--- src/shared/dsg_consts.vh ---
// constants for the deep-sleep clock gate and software reset block
// How it works
// [RQ1] gate bits 7:0 clock ports A..H in deep-sleep
// [RQ2] access to a gated-off unit raises bus fault
// [RQ3] all gate bits reset cleared
// [RQ4] deep-sleep gate applies only in deep-sleep
// [RQ5] sleep gating needs auto clock gating bit
// [RQ6] reserved bits read zero, read-only
// [RQ7] gate at 0x128, reset at 0x040
// [RQ8] reset writes masked by capabilities register
// [RQ9] bit 20 resets pulse-width modulator
// [RQ10] bit 16 resets converter module 0
// [RQ11] bit 6 resets hibernation module
// [RQ12] bit 3 resets watchdog unit
// [RQ13] reset register comes up all zeros
// [RQ14] set bit holds unit in reset
`ifndef DSG_CONSTS_VH
`define DSG_CONSTS_VH
`define DSG_OFS_SRST       12'h040
`define DSG_OFS_DSGATE     12'h128
`define DSG_OFS_RUNGATE    12'h108
`define DSG_OFS_SLPGATE    12'h118
`define DSG_OFS_MODE       12'h400
`define DSG_GATE_MASK      32'h000000FF
`define DSG_SRST_MASK      32'h00110048
`define DSG_BIT_PWM        20
`define DSG_BIT_ADC        16
`define DSG_BIT_HIB        6
`define DSG_BIT_WDOG       3
`define DSG_GATE_RESET     8'h00
`define DSG_SRST_RESET     32'h00000000
`define DSG_MODE_RUN       2'h0
`define DSG_MODE_SLEEP     2'h1
`define DSG_MODE_DEEP      2'h2
`endif

--- src/hw/dsg_top.v ---
// deep-sleep port clock gating and software reset control over apb
//
// Our own choice: register access over APB.
`timescale 1ns/1ns
`include "dsg_consts.vh"
module dsg_top
(
	// clock and reset
	input  wire        pclk,
	input  wire        presetn,
	// apb slave
	input  wire        psel,
	input  wire        penable,
	input  wire        pwrite,
	input  wire [11:0] paddr,
	input  wire [31:0] pwdata,
	output reg  [31:0] prdata,
	output reg         pready,
	output reg         pslverr,
	// system state from the clock controller
	input  wire        auto_clock_gating,
	input  wire [1:0]  power_mode,
	input  wire [31:0] device_capabilities_1,
	// port access monitor: a bus access aimed at port n
	input  wire        port_access,
	input  wire [2:0]  port_index,
	// outputs
	output reg  [7:0]  port_clk_en,
	output reg         port_bus_fault,
	output reg         pwm_reset,
	output reg         adc_reset,
	output reg         hibernation_reset_bit,
	output reg         watchdog_reset_bit
);
	// state
	reg  [31:0] software_reset_ctl_0;  // reset request bits
	reg  [7:0]  run_clock_gate_2;      // run-mode gate word
	reg  [7:0]  sleep_clock_gate_2;    // sleep-mode gate word
	wire [7:0]  deep_sleep_clock_gate_2; // deep-sleep gate word
	wire [7:0]  gate_now;              // gate for the current mode
	wire        setup;                 // setup phase of a transfer
	wire        wr;                    // write in the completing access phase
	reg  [31:0] next_rdata;            // read mux
	reg         next_err;              // unmapped address

	// address decode helper used by write and read paths
	function hit;
		input [11:0] a;
		input [11:0] ofs;
		begin
			hit = (a[11:2] == ofs[11:2]);
		end
	endfunction

	// answer in the access phase one cycle after setup, no wait states
	assign setup = psel & ~penable;
	// a write lands only at the edge where the master sees pready high,
	// so a master that stretched its setup never commits a half-made write
	assign wr    = psel & penable & pready & pwrite;

	// deep-sleep gate word, cleared by reset
	dsg_reg8 u_deep
	(
		.pclk    (pclk),
		.presetn (presetn),
		.we      (wr & hit(paddr, `DSG_OFS_DSGATE)), // RQ7
		.wdata   (pwdata[7:0]),                       // RQ1 RQ6
		.q       (deep_sleep_clock_gate_2)            // RQ3
	);

	// choose the gate word that applies in the current mode
	dsg_gate_sel u_sel
	(
		.run_gate          (run_clock_gate_2),
		.sleep_gate        (sleep_clock_gate_2),
		.deep_gate         (deep_sleep_clock_gate_2),
		.power_mode        (power_mode),
		.auto_clock_gating (auto_clock_gating),
		.gate              (gate_now)
	);

	// writable registers; writes land at the completing access edge
	always @(posedge pclk or negedge presetn)
	begin
		if (!presetn)
		begin
			software_reset_ctl_0 <= `DSG_SRST_RESET; // RQ13
			run_clock_gate_2     <= 8'h00;
			sleep_clock_gate_2   <= 8'h00;
		end
		else if (wr)
		begin
			// mask by capabilities and implemented bits
			if (hit(paddr, `DSG_OFS_SRST)) // RQ7
				software_reset_ctl_0 <= pwdata & device_capabilities_1 & `DSG_SRST_MASK; // RQ8 RQ6
			if (hit(paddr, `DSG_OFS_RUNGATE))
				run_clock_gate_2 <= pwdata[7:0];
			if (hit(paddr, `DSG_OFS_SLPGATE))
				sleep_clock_gate_2 <= pwdata[7:0];
		end
	end

	// read mux; reserved bits return zero
	always @*
	begin
		next_rdata = 32'h00000000;
		next_err   = 1'b0;
		if (hit(paddr, `DSG_OFS_SRST))
			next_rdata = software_reset_ctl_0; // RQ6
		else if (hit(paddr, `DSG_OFS_DSGATE))
			next_rdata = {24'h000000, deep_sleep_clock_gate_2}; // RQ6
		else if (hit(paddr, `DSG_OFS_RUNGATE))
			next_rdata = {24'h000000, run_clock_gate_2};
		else if (hit(paddr, `DSG_OFS_SLPGATE))
			next_rdata = {24'h000000, sleep_clock_gate_2};
		else if (hit(paddr, `DSG_OFS_MODE))
			next_rdata = {29'h00000000, auto_clock_gating, power_mode};
		else
			next_err = 1'b1; // unmapped: error answer
	end

	// apb answer registers: pready high for exactly the access cycle
	always @(posedge pclk or negedge presetn)
	begin
		if (!presetn)
		begin
			pready  <= 1'b0;
			pslverr <= 1'b0;
			prdata  <= 32'h00000000;
		end
		else
		begin
			pready  <= setup;
			pslverr <= setup & next_err;
			prdata  <= (setup & ~pwrite) ? next_rdata : 32'h00000000;
		end
	end

	// outputs: clock enables, fault pulse and unit resets
	always @(posedge pclk or negedge presetn)
	begin
		if (!presetn)
		begin
			port_clk_en           <= 8'h00; // RQ3
			port_bus_fault        <= 1'b0;
			pwm_reset             <= 1'b0;
			adc_reset             <= 1'b0;
			hibernation_reset_bit <= 1'b0;
			watchdog_reset_bit    <= 1'b0;
		end
		else
		begin
			port_clk_en    <= gate_now; // RQ1 RQ4 RQ5
			// fault is judged on the enable actually applied to the port
			port_bus_fault <= port_access & ~port_clk_en[port_index]; // RQ2
			pwm_reset             <= software_reset_ctl_0[`DSG_BIT_PWM];  // RQ9 RQ14
			adc_reset             <= software_reset_ctl_0[`DSG_BIT_ADC];  // RQ10 RQ14
			hibernation_reset_bit <= software_reset_ctl_0[`DSG_BIT_HIB];  // RQ11 RQ14
			watchdog_reset_bit    <= software_reset_ctl_0[`DSG_BIT_WDOG]; // RQ12 RQ14
		end
	end
endmodule

--- src/hw/dsg_reg8.v ---
// eight-bit software register with asynchronous clear
`timescale 1ns/1ns
module dsg_reg8
(
	// clock and reset
	input  wire       pclk,
	input  wire       presetn,
	// write side
	input  wire       we,
	input  wire [7:0] wdata,
	// stored value
	output reg  [7:0] q
);
	// store on write strobe, clear on reset
	always @(posedge pclk or negedge presetn)
	begin
		if (!presetn)
			q <= 8'h00;
		else if (we)
			q <= wdata;
	end
endmodule

--- src/hw/dsg_gate_sel.v ---
// picks the active clock gate word from the power mode
`timescale 1ns/1ns
`include "dsg_consts.vh"
module dsg_gate_sel
(
	// gate words for each mode
	input  wire [7:0] run_gate,
	input  wire [7:0] sleep_gate,
	input  wire [7:0] deep_gate,
	// mode control
	input  wire [1:0] power_mode,
	input  wire       auto_clock_gating,
	// selected enables
	output reg  [7:0] gate
);
	// run gating unless auto gating lets the sleep words take over
	always @*
	begin
		gate = run_gate;
		if (auto_clock_gating) // RQ5
		begin
			if (power_mode == `DSG_MODE_DEEP)
				gate = deep_gate; // RQ4
			else if (power_mode == `DSG_MODE_SLEEP)
				gate = sleep_gate;
		end
	end
endmodule

--- config.mk ---
export PLATFORM = sky130hd
export DESIGN_NAME = dsg_top
export DESIGN_NICKNAME = d
export VERILOG_FILES = /design/src/hw/dsg_top.v /design/src/hw/dsg_reg8.v /design/src/hw/dsg_gate_sel.v
export VERILOG_INCLUDE_DIRS = /design/src /design/src/shared
export SDC_FILE = /design/constraint.sdc
export NUM_CORES = 1
export LEC_CHECK = 0
export ABC_AREA = 1
export ABC_CLOCK_PERIOD_IN_PS = 2400
export BUFFER_PORTS_ARGS = -buffer_cell sky130_fd_sc_hd__buf_2
export CAP_MARGIN = 10
export CORE_UTILIZATION = 50
export CTS_BUF_LIST = sky130_fd_sc_hd__clkbuf_16
export DETAILED_ROUTE_END_ITERATION = 7
export GPL_ROUTABILITY_DRIVEN = 1
export MAX_ROUTING_LAYER = met4
export PLACE_DENSITY = 0.87
export SLEW_MARGIN = 20
export SYNTH_ARGS = -nofsm -noshare
export SYNTH_HDL_FRONTEND = slang
export SYNTH_SLANG_ARGS = --single-unit
--- constraint.sdc ---
create_clock -name pclk -period 2.4 [get_ports pclk]
set_clock_uncertainty 0.1 [all_clocks]
set_input_delay 0 -clock pclk [delete_from_list [all_inputs] [get_ports pclk]]
set_output_delay 0 -clock pclk [all_outputs]
set_load 0.01 [all_outputs]
Yosys cells after proc, flatten, opt, wreduce, memory -nomap -nowiden
Index checks and enable logic that the tools add are counted.
{ "op_classes": {"reduce_logical": 3, "n_lt_le_gt_ge": 1, "n_eq_ne": 7, "mux": 16, "bitwise_logic": 12} }
{ "op_table": {"columns": ["operator", "n"], "rows": [
  ["8-bit two-way mux", 6],
  ["32-bit two-way mux", 1],
  ["10-bit by 7-bit equality test with 1-bit output, second input constant", 3],
  ["21-bit bitwise AND", 1],
  ["21-bit two-way mux", 1],
  ["10-bit by 5-bit equality test with 1-bit output, second input constant", 1],
  ["10-bit by 9-bit equality test with 1-bit output, second input constant", 1],
  ["1-bit bitwise AND", 8],
  ["1-bit two-way mux", 6],
  ["2-bit AND reduction", 3],
  ["3-bit by 4-bit < comparator with 1-bit output, second input constant", 1],
  ["1-bit binary-select mux with 3-bit select", 1],
  ["3-bit two-way mux", 1],
  ["1-bit NOT", 3],
  ["2-bit by 1-bit equality test with 1-bit output, second input constant", 1],
  ["2-bit equality test, second input constant", 1]
]} }
{ "word_totals": {"input_bits": 88, "elab_cells": 52, "reg_bits": 75, "out_inout_bits": 47} }

Longest topological paths before layout
{ "depth": {"ltp_word": 7, "ltp_mapped": 8, "ltp_nobuf": 8} }

Cells and area by module
From an unflattened synthesis, not the netlist that was laid out.
{ "hier_totals": {"cells_unflattened": 377, "hier_area_um2": 3007.9} }
{ "by_module_without_submodules": {"columns": ["mod", "area_per_inst_um2", "seq_area_each_um2", "instances", "cells_each"], "rows": [
  ["dsg_top", 2311.0, 1126.1, 1, 254],
  ["dsg_gate_sel", 391.6, 0.0, 1, 89],
  ["dsg_reg8", 305.3, 200.2, 1, 34]
]} }

Least setup slack after synthesis
Ideal clock, no wire load.
{ "synth_path": {"path_kind": "reg-to-reg", "from": "register pready", "to": "register sleep_clock_gate_2[7]", "arrival_time_ns": 1.112, "setup_time_ns": 0.121, "path_slack_ns": 1.067, "synth_period_minus_slack_ns": 1.333, "required_time_ns": 2.179, "n_path_buf": 1, "stages_incl_launch_ff": 7, "path_cell_list": "dfrtp_1 nand4_4 inv_1 nand3_2 buf_2 nand2_1 o21ai_1"} }
{ "synth_via": {"elab_chain_cells": 3} }
{ "synth_lines": {"columns": ["element", "line", "source"], "rows": [
  ["from (decl)", "dsg_top.v:18", "output reg pready,"],
  ["from (signal assigned)", "dsg_top.v:133", "pready <= setup;"],
  ["1-bit bitwise AND (2 in a row)", "dsg_top.v:59", "assign wr = psel & penable & pready & pwrite;"],
  ["2-bit AND reduction (no line)", null, null],
  ["to (signal assigned)", "dsg_top.v:99", "sleep_clock_gate_2 <= pwdata[7:0];"],
  ["to (decl)", "dsg_top.v:38", "reg [7:0] sleep_clock_gate_2;"]
]} }
No other way between the ends.
A chain may end at the register's enable or synchronous reset.

Worst setup path in the final report
{ "layout_path": {"from": "register port_clk_en[7]", "to": "register port_bus_fault"} }
{ "layout_via": {"elab_chain_cells": 4} }
{ "layout_lines": {"columns": ["element", "line", "source"], "rows": [
  ["from (decl)", "dsg_top.v:28", "output reg [7:0] port_clk_en,"],
  ["from (signal assigned)", "dsg_top.v:153", "port_clk_en <= gate_now;"],
  ["1-bit binary-select mux with 3-bit select", "dsg_top.v:155", "port_bus_fault <= port_access & ~port_clk_en[port_index];"],
  ["1-bit two-way mux (not written as such)", "dsg_top.v:155", null],
  ["1-bit NOT", "dsg_top.v:155", null],
  ["1-bit bitwise AND", "dsg_top.v:155", null],
  ["to (signal assigned)", "dsg_top.v:155", null],
  ["to (decl)", "dsg_top.v:29", "output reg port_bus_fault,"]
]} }
No other way between the ends. The select of a mux whose other input is x is not followed.

==> flow_summary.yaml <==
final_layout:
  drive_above_1_share_pct: 21.9
  final_common_cell: "nand2_1"
  n_fill_cell: 446
  layout_common_cells: "83 x nand2_1, 60 x buf_2, 53 x dfrtp_1, 46 x inv_1, 26 x dlygate4sd3_1"
  final_cells: 490
  num_antenna_cells: 0
  post-route-util_pct: 66.0
  final_nets: 507
  synthToLayoutAreaGrowth_pct: 23.9
  final_area_mm2: 0.00346
setup_path:
  r2r-start: "port_clk_en[7]"
  worst-path-buf-inv: 2
  path_delay_family: "buffers and inverters"
  cp-start-kind: "register"
  timing.rr.end: "port_bus_fault"
  path_cells: "nand2_1 > nand3_1 > nand3_1 > nand2_1 > dlygate4sd3_1 > nor2_1 > dlygate4sd3_1"
  max_stage_delay_ns: 0.56
  crit_arrival_ns: 2.17
  crit_required_ns: 2.52
  path_depth: 7
  r2r_slack_ns: 0.34
  endpoint_kind: "register"
  critPathKind: "register to register"
  critPathSlowestCell: "dlygate4sd3_1"
  reg2regPathDepth: 7
  critPathMaxFanout: 2
  critical_path.startpoint: "port_clk_en[7]"
drt:
  drt_iter0_markers: 177
  final_antenna_net_count: 0
  wl_mm: 6.60
  wl_per_cell_um: 13.5
  routed-wl-met3_um: 393
  vias_per_cell: 5.11
  firstDrtPassIters: 4
  drc_errors: 0
  vias: 2506
  wl_met2_mm: 3.22
  wl_met1_mm: 2.80
  topRoutingLayerUsed: "met4"
timing:
  fmax_mhz: 486
  fin_crit_sh_pct: 85.8
  period_minus_slack_ns: 2.06
  rsz0062_at_grt: "false"
  setup_viol: 0
  drv_slew: 0
  finalHoldViolCount: 0
  fin_ws_ns: 0.341
  fin_tns_setup_ns: 0
clock_tree:
  cts_root_buffer: "clkbuf_16"
  cts_sinks: 53
  tritoncts: "built"
  cts_setup_buffers: 0
  cts_htree_levels: 2
  numCtsBuffers: 5
  clock_path_buffers: 2
  clk_latency_ns: 0.29
  clkTransAtPathRegs_ns: 0.06
place:
  port_buffers: 60
  place_ws_ns: 0.870
  placed_cell_area_mm2: 0.00306
  gp_congestion: 0.921
  hpwl_mm: 4.81
  dp.cells: 456
worst_hold_path:
  hold_end: "prdata[0]"
  hold_path_depth: 4
  min_from: "paddr[4]"
  hp-class: "input pin to register"
global_route:
  grt_max_degree: 30
  grt_use_total_pct: 24.5
  overflow: 0
  grt_pass1_vias: 2423
  antenna_found_initial: 0
  grt_pass1_wl_mm: 11.1
logic_synthesis:
  ys_seq_area_share_pct: 47.6
  synthMuxAreaShare_pct: 0
  synth_seq_cells: 53
  syn_inst: 331
  synth_top_family_by_area: "simple AND/OR/NAND/NOR gates"
  avgSynthCellArea_um2: 8.43
  synth_fa_ha_area_share_pct: 0
  ys_warn_count: 0
  synth_xor_area_share_pct: 0
  synth_compound_area_share_pct: 13.8
  yosysUniqueCellTypes: 32
  syn_area_mm2: 0.00279
  synth-simple-area-share_pct: 24.5
run:
  cap_violations: 0
power_and_ir_drop:
  p_per_area_mw_per_mm2: 522
  p_leak_nw: 1.92
  vdd_ir_drop_max_mv: 0.298
die:
  core_area_mm2: 0.00524
  io_pins: 135
  fp-row-count: 26
  die_area_mm2: 0.00588
  die_height_um: 76.7
  start_util_pct: 53.2
  die_width_um: 76.7
outcome:
  status: "completed"
worst min-delay path, stage by stage:
cell       delay, ns
buf_2           0.12
inv_2           0.08
o2111ai_1       0.10
a21oi_1         0.07
cells in the mapped netlist, drive strengths merged:
master	number	area (µm²)
dfrtp	53	1330
conb	1	3.75
inv	47	176
a21oi	7	35.0
buf	26	206
nor3	1	5.00
nand4	4	40.0
or2	1	6.26
o22ai	8	50.1
o21a	5	37.5
o21ai	36	191
nand3	18	108
a21boi	1	11.3
o2111ai	6	52.6
nor2	24	164
nand2	90	360
a211oi	1	7.51
clkbuf	2	7.51
sequential cells by signal, summed over array words and instances (netlist names):
name                   flops
port_bus_fault             1
pwm_reset                  1
pslverr                    1
adc_reset                  1
prdata                    10
u_deep.q                   8
watchdog_reset_bit         1
sleep_clock_gate_2         8
run_clock_gate_2           8
software_reset_ctl_0       4
pready                     1
hibernation_reset_bit      1
port_clk_en                8
what timing repair did:
item,CTS,global route
endpoints found under the hold margin,86,0
setup endpoints to repair,0,0
resized for setup,0,0
hold buffers,26,0
final cells by class:
type | instances | area, µm² | share of cell area (%)
Sequential cell | 53 | 1330 | 38.4
Multi-Input combinational cell | 224 | 1150 | 33.3
Timing Repair Buffer | 88 | 576 | 16.7
Inverter | 47 | 176 | 5.10
Clock buffer | 5 | 125 | 3.62
Tap cell | 70 | 87.6 | 2.53
Clock inverter | 3 | 13.8 | 0.398
metrics by stage:
step	power (mW)	hold WS (ns)
floorplan	1.04	-0.396
global placement	1.10	-0.252
detailed placement	1.10	-0.247
CTS	1.80	0.0175
global route	1.88	0.0518
finish	1.81	0.0239
where the power goes:
part	switching [mW]	internal, mW	leakage, nW	total, mW
logic	0.128	0.0844	1.13	0.213
clock network	0.302	0.379	0.0748	0.681
registers	0.00661	0.905	0.715	0.912
total	0.437	1.37	1.92	1.81
cells by family after synthesis:
group / count (synthesis)
AND/OR/NAND/NOR: 138
AO/OA/AOI/OAI: 64
flip-flops: 53
other: 1
buffers and inverters: 75
worst max-delay path by stage:
stage               slack (ns)                     to
global route              0.25         port_bus_fault
finish                    0.34         port_bus_fault
floorplan                 1.07  sleep_clock_gate_2[7]
global placement          0.95            u_deep.q[5]
CTS                       0.39         port_bus_fault
detailed placement        0.87  sleep_clock_gate_2[3]
per-layer routing:
layer	track usage [%]	up-vias
li1	-	1188
met1	30.7	1177
met2	40.4	118
met3	2.98	23
met4	9.81	0
met5	-	-
Power figures use the tool's default switching activity.
